--- config.mk ---
export PLATFORM = sky130hd
export DESIGN_NAME = rhd_regs
export DESIGN_NICKNAME = d
export VERILOG_FILES = /design/src/rhd_pkg.sv /design/src/rhd_port_power.sv /design/src/rhd_regs.sv
export SDC_FILE = /design/constraint.sdc
export NUM_CORES = 1
export LEC_CHECK = 0
export ABC_AREA = 1
export BUFFER_PORTS_ARGS = -buffer_cell sky130_fd_sc_hd__buf_2
export CAP_MARGIN = 20
export CORE_MARGIN = 5
export CORE_UTILIZATION = 30
export CTS_BUF_LIST = sky130_fd_sc_hd__clkbuf_16
export DETAILED_ROUTE_END_ITERATION = 7
export HOLD_SLACK_MARGIN = 0.08
export PLACE_DENSITY = 0.65
export SKIP_CTS_REPAIR_TIMING = 1
export SYNTH_ARGS = -nofsm -noshare
export SYNTH_HDL_FRONTEND = slang
export SYNTH_SLANG_ARGS = --single-unit
--- constraint.sdc ---
create_clock -name clk_i -period 1.1 [get_ports clk_i]
set_clock_uncertainty 0.1 [all_clocks]
set_input_delay 0.11 -clock clk_i [delete_from_list [all_inputs] [get_ports clk_i]]
set_output_delay 0.11 -clock clk_i [all_outputs]
set_load 0.02 [all_outputs]
--- src/rhd_pkg.sv ---
/*
 * Constants of the root hub descriptor register pair: offsets, field
 * positions, write masks and reset values.
 * Assumes a 32-bit register port whose byte offsets come from the
 * controller's memory base address decode.
 */
package rhd_pkg;

	// ==========================================================
	// Register offsets
	localparam logic [7:0] DESC_A_OFS = 8'h48;
	localparam logic [7:0] DESC_B_OFS = 8'h4C;

	// ==========================================================
	// Descriptor A fields
	localparam int A_GOOD_TIME_LSB = 24;
	localparam int A_NO_OC_PROTECT = 12;
	localparam int A_OC_REPORT_MODE = 11;
	localparam int A_COMPOUND_DEV = 10;
	localparam int A_NO_PWR_SWITCH = 9;
	localparam int A_PWR_SWITCH_MODE = 8;
	localparam int A_PORT_COUNT_LSB = 0;
	localparam logic [7:0] A_GOOD_TIME_RST = 8'hFF;
	localparam logic A_NO_OC_PROTECT_RST = 1'h0;
	localparam logic A_OC_REPORT_MODE_RST = 1'h1;
	localparam logic A_NO_PWR_SWITCH_RST = 1'h0;
	localparam logic A_PWR_SWITCH_MODE_RST = 1'h1;

	// ==========================================================
	// Descriptor B fields
	localparam int B_MASK_LSB = 16;
	localparam int B_REMOVABLE_LSB = 0;
	localparam logic [15:0] B_MASK_RST_BASE = 16'h0002;
	localparam logic [15:0] B_MASK_PORT2 = 16'h0004;
	localparam logic [15:0] B_REMOVABLE_RST = 16'h0000;
	// Bit 0 of each per-port field is reserved; bit 11 of the mask
	// is read-only.
	localparam logic [15:0] B_MASK_WR_MASK = 16'hF7FE;
	localparam logic [15:0] B_REMOVABLE_WR_MASK = 16'hFFFE;

	// ==========================================================
	// Port count limits
	localparam int PORTS_MAX = 2;
	localparam int PORTS_MIN = 1;

endpackage : rhd_pkg

--- src/rhd_port_power.sv ---
/*
 * Per-port power switch state of the root hub ports.
 * Assumes the power commands are one-cycle pulses from logic on the
 * same clock.
 */
`timescale 1ns/1ps

module rhd_port_power #(
	parameter int NUM_PORTS = 2
) (
	input wire logic clk_i,
	input wire logic rst_b_i,
	input wire logic no_power_switching_i,
	input wire logic power_switch_mode_i,
	input wire logic [rhd_pkg::PORTS_MAX-1:0] port_power_mask_i,
	input wire logic global_set_i,
	input wire logic global_clr_i,
	input wire logic [rhd_pkg::PORTS_MAX-1:0] port_set_i,
	input wire logic [rhd_pkg::PORTS_MAX-1:0] port_clr_i,
	output logic [rhd_pkg::PORTS_MAX-1:0] port_power_o
);

	// ==========================================================
	// Power state
	// A set and a clear in the same cycle leave the port powered.
	logic [rhd_pkg::PORTS_MAX-1:0] power_q;

	always_ff @(posedge clk_i or negedge rst_b_i) begin
		if (!rst_b_i) begin
			power_q <= '0;
		end else begin
			for (int i = 0; i < rhd_pkg::PORTS_MAX; i++) begin
				if (i >= NUM_PORTS) begin
					power_q[i] <= 1'b0;
				end else if (no_power_switching_i) begin
					power_q[i] <= 1'b1;
				end else if (!power_switch_mode_i) begin
					// Mask ignored in ganged mode.
					if (global_set_i) begin
						power_q[i] <= 1'b1;
					end else if (global_clr_i) begin
						power_q[i] <= 1'b0;
					end
				end else if (port_power_mask_i[i]) begin
					if (port_set_i[i]) begin
						power_q[i] <= 1'b1;
					end else if (port_clr_i[i]) begin
						power_q[i] <= 1'b0;
					end
				end else if (global_set_i) begin
					power_q[i] <= 1'b1;
				end else if (global_clr_i) begin
					power_q[i] <= 1'b0;
				end
			end
		end
	end

	assign port_power_o = power_q;
endmodule : rhd_port_power

--- src/rhd_regs.sv ---
/*
 * Root hub descriptor A and B registers with the port power switch.
 * Assumes a 32-bit register port on the controller clock, driven by
 * the controller's base address decode; reads answer one cycle later.
 */
// Function
// Overcurrent mode bit 11: 0 collective, 1 per-port; valid when protection on.
// Compound device bit 10 always reads 0.
// No-power-switching bit 9: 1 means ports always powered.
// Switching mode bit 8 ignored while no-power-switching is set.
// Mode 0: all ports powered on and off together.
// Mode 1 with mask bit set: port obeys only per-port commands.
// Mode 1 with mask bit clear: port obeys only global commands.
// Port count field bits 7..0 reports ports, between 1 and 15.
// Driver software programs descriptor B at 4Ch during initialisation.
// Port power mask bits 31..16, ignored while switching mode is 0.
// Mask bit 0 reserved; bits 1 and 2 for ports 1 and 2.
// Removable bits 15..0: 0 removable, 1 not removable.
// Removable bit 0 reserved; bits 1 and 2 for ports 1 and 2.
// Descriptor B resets to zero except bit 17 set, bit 18 per build.
// Build parameter of one or two ports sets count and mask reset.
`timescale 1ns/1ps

module rhd_regs #(
	parameter int NUM_PORTS = 2
) (
	input wire logic clk_i,
	input wire logic rst_b_i,
	input wire logic reg_wr_i,
	input wire logic reg_rd_i,
	input wire logic [7:0] reg_addr_i,
	input wire logic [3:0] reg_be_i,
	input wire logic [31:0] reg_wdata_i,
	output logic [31:0] reg_rdata_o,
	input wire logic global_set_i,
	input wire logic global_clr_i,
	input wire logic [rhd_pkg::PORTS_MAX-1:0] port_set_i,
	input wire logic [rhd_pkg::PORTS_MAX-1:0] port_clr_i,
	output logic [rhd_pkg::PORTS_MAX-1:0] port_power_o,
	output logic oc_per_port_o,
	output logic oc_protect_o,
	output logic [7:0] good_time_o
);

	// ==========================================================
	// Build constants
	localparam logic [7:0] PORT_COUNT = 8'(NUM_PORTS);
	localparam logic [15:0] MASK_RST = (NUM_PORTS == rhd_pkg::PORTS_MAX) ?
		(rhd_pkg::B_MASK_RST_BASE | rhd_pkg::B_MASK_PORT2) :
		rhd_pkg::B_MASK_RST_BASE;

	// ==========================================================
	// Helpers
	function automatic logic [31:0] merge_bytes(input logic [31:0] old,
		input logic [31:0] wdata, input logic [3:0] be);
		logic [31:0] res;
		res = old;
		for (int b = 0; b < 4; b++) begin
			if (be[b]) begin
				res[b*8 +: 8] = wdata[b*8 +: 8];
			end
		end
		return res;
	endfunction : merge_bytes

	function automatic logic hit(input logic [7:0] addr,
		input logic [7:0] ofs);
		return addr == ofs;
	endfunction : hit

	// ==========================================================
	// Descriptor A
	logic [7:0] good_time_q;
	logic no_oc_protect_q;
	logic oc_report_mode_q;
	logic no_power_switching_q;
	logic power_switch_mode_q;
	logic [31:0] desc_a_now;
	logic [31:0] desc_a_new;

	always_comb begin
		desc_a_now = '0;
		desc_a_now[rhd_pkg::A_GOOD_TIME_LSB +: 8] = good_time_q;
		desc_a_now[rhd_pkg::A_NO_OC_PROTECT] = no_oc_protect_q;
		desc_a_now[rhd_pkg::A_OC_REPORT_MODE] = oc_report_mode_q;
		desc_a_now[rhd_pkg::A_COMPOUND_DEV] = 1'b0;
		desc_a_now[rhd_pkg::A_NO_PWR_SWITCH] = no_power_switching_q;
		desc_a_now[rhd_pkg::A_PWR_SWITCH_MODE] = power_switch_mode_q;
		desc_a_now[rhd_pkg::A_PORT_COUNT_LSB +: 8] = PORT_COUNT;
	end

	assign desc_a_new = merge_bytes(desc_a_now, reg_wdata_i, reg_be_i);

	always_ff @(posedge clk_i or negedge rst_b_i) begin
		if (!rst_b_i) begin
			good_time_q <= rhd_pkg::A_GOOD_TIME_RST;
			no_oc_protect_q <= rhd_pkg::A_NO_OC_PROTECT_RST;
			oc_report_mode_q <= rhd_pkg::A_OC_REPORT_MODE_RST;
			no_power_switching_q <= rhd_pkg::A_NO_PWR_SWITCH_RST;
			power_switch_mode_q <= rhd_pkg::A_PWR_SWITCH_MODE_RST;
		end else if (reg_wr_i && hit(reg_addr_i, rhd_pkg::DESC_A_OFS)) begin
			good_time_q <= desc_a_new[rhd_pkg::A_GOOD_TIME_LSB +: 8];
			no_oc_protect_q <= desc_a_new[rhd_pkg::A_NO_OC_PROTECT];
			oc_report_mode_q <= desc_a_new[rhd_pkg::A_OC_REPORT_MODE];
			no_power_switching_q <= desc_a_new[rhd_pkg::A_NO_PWR_SWITCH];
			power_switch_mode_q <= desc_a_new[rhd_pkg::A_PWR_SWITCH_MODE];
		end
	end

	// Mode bit only counts while ports are switched at all.
	logic switch_mode_eff;
	assign switch_mode_eff = power_switch_mode_q && !no_power_switching_q;

	// Overcurrent mode has no meaning when protection is absent.
	assign oc_per_port_o = oc_report_mode_q && !no_oc_protect_q;
	assign oc_protect_o = !no_oc_protect_q;
	assign good_time_o = good_time_q;

	// ==========================================================
	// Descriptor B
	// Software writes it once at start-up to describe the board.
	logic [15:0] port_mask_q;
	logic [15:0] removable_q;
	logic [31:0] desc_b_now;
	logic [31:0] desc_b_new;

	assign desc_b_now = {port_mask_q, removable_q};
	assign desc_b_new = merge_bytes(desc_b_now, reg_wdata_i, reg_be_i);

	always_ff @(posedge clk_i or negedge rst_b_i) begin
		if (!rst_b_i) begin
			port_mask_q <= MASK_RST;
			removable_q <= rhd_pkg::B_REMOVABLE_RST;
		end else if (reg_wr_i && hit(reg_addr_i, rhd_pkg::DESC_B_OFS)) begin
			port_mask_q <= (desc_b_new[rhd_pkg::B_MASK_LSB +: 16] &
				rhd_pkg::B_MASK_WR_MASK) | (port_mask_q &
				~rhd_pkg::B_MASK_WR_MASK);
			removable_q <= desc_b_new[rhd_pkg::B_REMOVABLE_LSB +: 16] &
				rhd_pkg::B_REMOVABLE_WR_MASK;
		end
	end

	// ==========================================================
	// Read port
	// Unmapped offsets read zero and ignore writes.
	always_ff @(posedge clk_i or negedge rst_b_i) begin
		if (!rst_b_i) begin
			reg_rdata_o <= '0;
		end else if (reg_rd_i) begin
			if (hit(reg_addr_i, rhd_pkg::DESC_A_OFS)) begin
				reg_rdata_o <= desc_a_now;
			end else if (hit(reg_addr_i, rhd_pkg::DESC_B_OFS)) begin
				reg_rdata_o <= desc_b_now;
			end else begin
				reg_rdata_o <= '0;
			end
		end
	end

	// ==========================================================
	// Port power switch
	// Mask bit n+1 steers port n; bit 0 has no port.
	rhd_port_power #(
		.NUM_PORTS(NUM_PORTS)
	) u_power (
		.clk_i(clk_i),
		.rst_b_i(rst_b_i),
		.no_power_switching_i(no_power_switching_q),
		.power_switch_mode_i(switch_mode_eff),
		.port_power_mask_i(port_mask_q[rhd_pkg::PORTS_MAX:1]),
		.global_set_i(global_set_i),
		.global_clr_i(global_clr_i),
		.port_set_i(port_set_i),
		.port_clr_i(port_clr_i),
		.port_power_o(port_power_o)
	);
endmodule : rhd_regs

* Word level (Yosys, flattened, before mapping)
Index checks and enable logic that the tools add are counted.
** Storage, ports and cells
- Input bits :: 54
- Latch bits :: 0
- Output and inout bits :: 44
- Bits in read-only memories :: 0
- Register bits after elaboration :: 77
- Memories kept :: 0
- Word-level logic and storage cells :: 44
- Memory bits (writable) :: 0
** Operators by class
- Eq/ne operators :: 4
- Div/mod/pow operators :: 0
- Bitwise operators :: 1
- Reduce and logical (&&, ||, !) cells :: 10
- $mul :: 0
- Muxes and demuxes :: 18
- Shift-type cells :: 0
- Magnitude comparators :: 0
- $add $sub $neg :: 0
** Operator list (count)
- 2-to-1 mux 32 bit :: 2
- equality test 8 x 7 -> 1 bit, second input constant :: 2
- 2-to-1 mux 8 bit :: 2
- bitwise OR 16 x 12 -> 16 bit :: 1
- 2-to-1 mux 1 bit :: 14
- inequality test 5 bit, second input constant :: 2
- AND reduction 2 bit :: 4
- logical AND 1 bit :: 4
- logical NOT 1 bit :: 2

* Longest topological paths before layout
- Depth after elaboration :: 5
- Mapped depth :: 8

* Modules after synthesis
Synthesis repeated with hierarchy kept, for this count alone.
** Second synthesis, totals
- Cells, all modules :: 420
- Area total of the unflattened synthesis :: 3397.0 sq um
** Modules (own cells, without submodules)
- rhd_regs :: cells each 396, sequential area each 1816.7 sq um, area each 3248.1 sq um, times used 1
- rhd_port_power :: cells each 24, sequential area each 50.0 sq um, area each 148.9 sq um, times used 1

* Worst setup path before layout
OpenSTA, ideal clock, no wires.
- Path type :: register to register
- Start :: reg power_switch_mode_q
- End :: reg u_power.power_q (netlist bit u_power.port_power_o[0])
- Library setup time :: 0.128 ns
- Data arrival time :: 0.881 ns
- Setup slack :: -0.009 ns
- Path buffers :: 0
- Cell stages (with the launch flop) :: 6
- Path through :: dfstp_2 > nand2_1 > nor2_1 > nand2_1 > o21ai_0 > nand3_1
** Between the ends
- Cells in the longest elaborated chain, start to end :: 3
- Elaborated cells on any way between the ends :: 4
- Those cells by class :: 1 x eq/ne; 2 x mux; 1 x reduce/logical
** RTL lines
- start, declared :: RTL line rhd_regs.sv:77 : logic power_switch_mode_q;
- start signal, assigned :: RTL line rhd_regs.sv:100 : power_switch_mode_q <= rhd_pkg::A_PWR_SWITCH_MODE_RST;
- start signal, assigned :: RTL line rhd_regs.sv:106 : power_switch_mode_q <= desc_a_new[rhd_pkg::A_PWR_SWITCH_MODE];
- logical AND 1 bit (*) :: RTL line rhd_regs.sv:112 : assign switch_mode_eff = power_switch_mode_q && !no_power_switching_q;
- 2-to-1 mux 1 bit :: RTL line rhd_port_power.sv:37 : end else if (!power_switch_mode_i) begin
- 2-to-1 mux 1 bit :: RTL line rhd_port_power.sv:35 : end else if (no_power_switching_i) begin
- end signal, assigned by index :: RTL line rhd_port_power.sv:34 : power_q[i] <= 1'b0;
- end signal, assigned by index :: RTL line rhd_port_power.sv:36 : power_q[i] <= 1'b1;
- end signal, assigned by index :: RTL line rhd_port_power.sv:40 : power_q[i] <= 1'b1;
- end, declared :: RTL line rhd_port_power.sv:26 : logic [rhd_pkg::PORTS_MAX-1:0] power_q;
Every way passes the cells marked *; elsewhere a longest branch is shown, timed or not.
A chain may end at the register's enable or synchronous reset.

* Worst setup path in the final report
- Start :: reg oc_report_mode_q
- End :: out oc_per_port_o
** Between the ends
- Cells in the longest elaborated chain, start to end :: 1
** RTL lines
- start, declared :: RTL line rhd_regs.sv:75 : logic oc_report_mode_q;
- start signal, assigned :: RTL line rhd_regs.sv:98 : oc_report_mode_q <= rhd_pkg::A_OC_REPORT_MODE_RST;
- start signal, assigned :: RTL line rhd_regs.sv:104 : oc_report_mode_q <= desc_a_new[rhd_pkg::A_OC_REPORT_MODE];
- logical AND 1 bit :: RTL line rhd_regs.sv:115 : assign oc_per_port_o = oc_report_mode_q && !no_oc_protect_q;
- end, declared :: RTL line rhd_regs.sv:40 : output logic oc_per_port_o,
No other way between the ends.

==> metrics.yaml <==
timing:
  finalHoldViolCount: 0
  rsz0062_at_grt: "true"
  tns_ps: -1439
  fin_ws_ps: -258.8
  final-setup-viol-count: 12
  fin_crit_sh_pct: 123.5
  min_period_ps: 1359
  finalMaxSlewViolations: 0
  fmax_mhz: 735.9
worst_setup_path:
  arrival_ps: 1150
  crit_family: "flip-flops"
  cp-start-kind: "register"
  crit_slowest_cell: "dfstp_2"
  crit_path_max_fanout: 2
  critPathMaxStageDelay_ps: 540
  end_kind: "output pin"
  worstPathCellList: "inv_2, nor2_4, buf_6"
  required_ps: 890
  worst-path-buf-inv: 2
  worst-setup-path-type: "reg -> out"
power:
  p_leak_nw: 2.836
  p_total_mw: 6.315
  power_density_nw_per_um2: 1194
  ir_drop_v: 0.0006389
finish:
  syn2layout_area_growth_pct: 55.65
  drive_above_1_share_pct: 31.62
  num_antenna_cells: 0
  nNetsFinal: 631
place:
  place_congestion: 0.7994
  hpwl_microns: 7050
  port-buffer-count: 94
routing:
  num_vias: 3402
  drt_iter0_markers: 232
  drtPass1Iterations: 4
  postRouteWirelength_microns: 10180
  drt-wirelength-per-cell_microns: 14.10
  drtAntennaViolNets: 0
  avgViaCountPerCell: 4.712
  route.detailed.drc: 0
floorplanning:
  rows: 38
  start_util_pct: 30.93
  dieArea_sq_um: 13550
  pin_count: 98
  coreArea_sq_um: 10980
  die_w_microns: 116.4
  fp.dieH_microns: 116.4
clock_network:
  cts_tree: "yes"
  h-tree-depth: 3
  clk_latency_ps: 330
  root_buffer: "clkbuf_16"
  cts.clk_slew.worst_paths_ps: 60
  cts_buffers: 9
  clkSinkCount: 74
  clk_path_buf_depth: 2
synthesis:
  syn_area_per_cell_sq_um: 8.285
  synthDominantCellAreaShare_pct: 45.67
  ys_ff_latch: 74
  ys_warn_count: 0
  ys_top_cells_by_area: "dfrtp_1 46%, nand2_1 20%, dfstp_2 9.3%, nand4_1 7.9%, nand3_1 6.5%"
  yosysSeqAreaShare_pct: 54.95
  syn_inst: 410
  synth_top_area_cell: "dfrtp_1"
  synthesis.area_sq_um: 3397
  synth_nets: 464
  synth_cell_types: 18
global_routing:
  grt_pass1_vias: 3217
  grt_max_degree: 33
  grt_pass1_wl_microns: 15220
  antenna_found_initial: 0
  overflow: 0
  grt_usage_pct: 14.37
status:
  status: "complete, but fails checks"
  violations: "negative setup slack"
job:
  drv_cap: 0
worst_hold_path:
  min_path_type: "in -> reg"
[through the flow]
step | utilization [%] | hold slack [ps] | setup slack (ps) | cell area, sq um | instances
5_1_grt | 48.14 | 85.85 | -293.9 | 5288 | 722
6_report | 48.14 | 81.04 | -258.8 | 5288 | 722
2_1_floorplan | - | -285.6 | -8.508 | 3397 | 410
3_3_place_gp | 38.84 | -79.33 | -175.2 | 4265 | 652
3_5_place_dp | 38.84 | -73.73 | -205.8 | 4265 | 652
4_1_cts | 41.51 | -433.0 | -345.2 | 4559 | 668
[layer usage]
metal | up-vias | routed length (microns) | GRT usage (%)
met2 | 108 | 4966 | 23.07
met5 | - | 0 | 0
met1 | 1606 | 4443 | 19.16
met4 | 0 | 139 | 4.563
li1 | 1674 | - | -
met3 | 14 | 630 | 3.523
[placed cells by master, fill, tap and decap left out, types with 3 or more instances in the layout]
master / count
buf_12: 8
nor2_1: 8
nand4_1: 43
buf_6: 29
dfstp_2: 12
dfrtp_1: 61
nand2_1: 177
nand3_4: 3
dlygate4sd3_1: 40
clkbuf_16: 9
nor2_4: 4
buf_2: 57
inv_1: 18
buf_4: 49
o21ai_0: 3
nand3_1: 44
[power breakdown]
group          internal, mW  leakage, nW  switching [mW]  total (mW)
clock                  1.75        0.143            1.14        2.89
combinational         0.290         1.71           0.323       0.613
sequential             2.78        0.980          0.0336        2.81
total                  4.82         2.84            1.49        6.31
[cell families after synthesis]
group,synth area share [%]
AO/OA/AOI/OAI,0.7365
flip-flops,54.95
other,0.1104
AND/OR/NAND/NOR,37.79
buffers and inverters,6.409
[synth_stat cells, drive strengths merged]
master / instances
nand2: 179
dfrtp: 62
nand3: 47
nand4: 43
buf: 21
inv: 20
nor2: 14
dfstp: 12
clkbuf: 6
o21ai: 5
conb: 1
[tightest hold or removal path: stages]
cell     delay, ps
buf_2          140
nand3_4        120
nand2_1         50
nand2_1         50
[flip-flops by register name, indices dropped and copies added, names as in the netlist]
| name | cells |
|---|---|
| port_mask_q | 14 |
| reg_rdata_o | 31 |
| u_power.port_power_o | 2 |
| good_time_o | 8 |
| no_power_switching_q | 1 |
| no_oc_protect_q | 1 |
| oc_report_mode_q | 1 |
| power_switch_mode_q | 1 |
| removable_q | 15 |
[final cells by class]
cell class,instances,area [sq um]
Fill cell,1047,5695
Sequential cell,74,1868
Timing Repair Buffer,183,1540
Multi-Input combinational cell,289,1335
Clock buffer,9,225.2
Tap cell,140,175.2
Inverter,20,75.07
Clock inverter,7,68.82
[worst paths after layout]
kind                                     start                       to  slack, ps  cells past startpoint
min                                reg_be_i[3]           port_mask_q[9]         80                      4
max reg2reg                power_switch_mode_q  u_power.port_power_o[1]       -140                      6
min in group asynchronous              rst_b_i          reg_rdata_o[30]        110                      2
min reg2reg                    port_mask_q[14]          port_mask_q[14]        380                      2
max                           oc_report_mode_q            oc_per_port_o       -260                      3
max in group asynchronous              rst_b_i           port_mask_q[2]        260                      3
No activity file was read; power rests on OpenSTA's default activity.
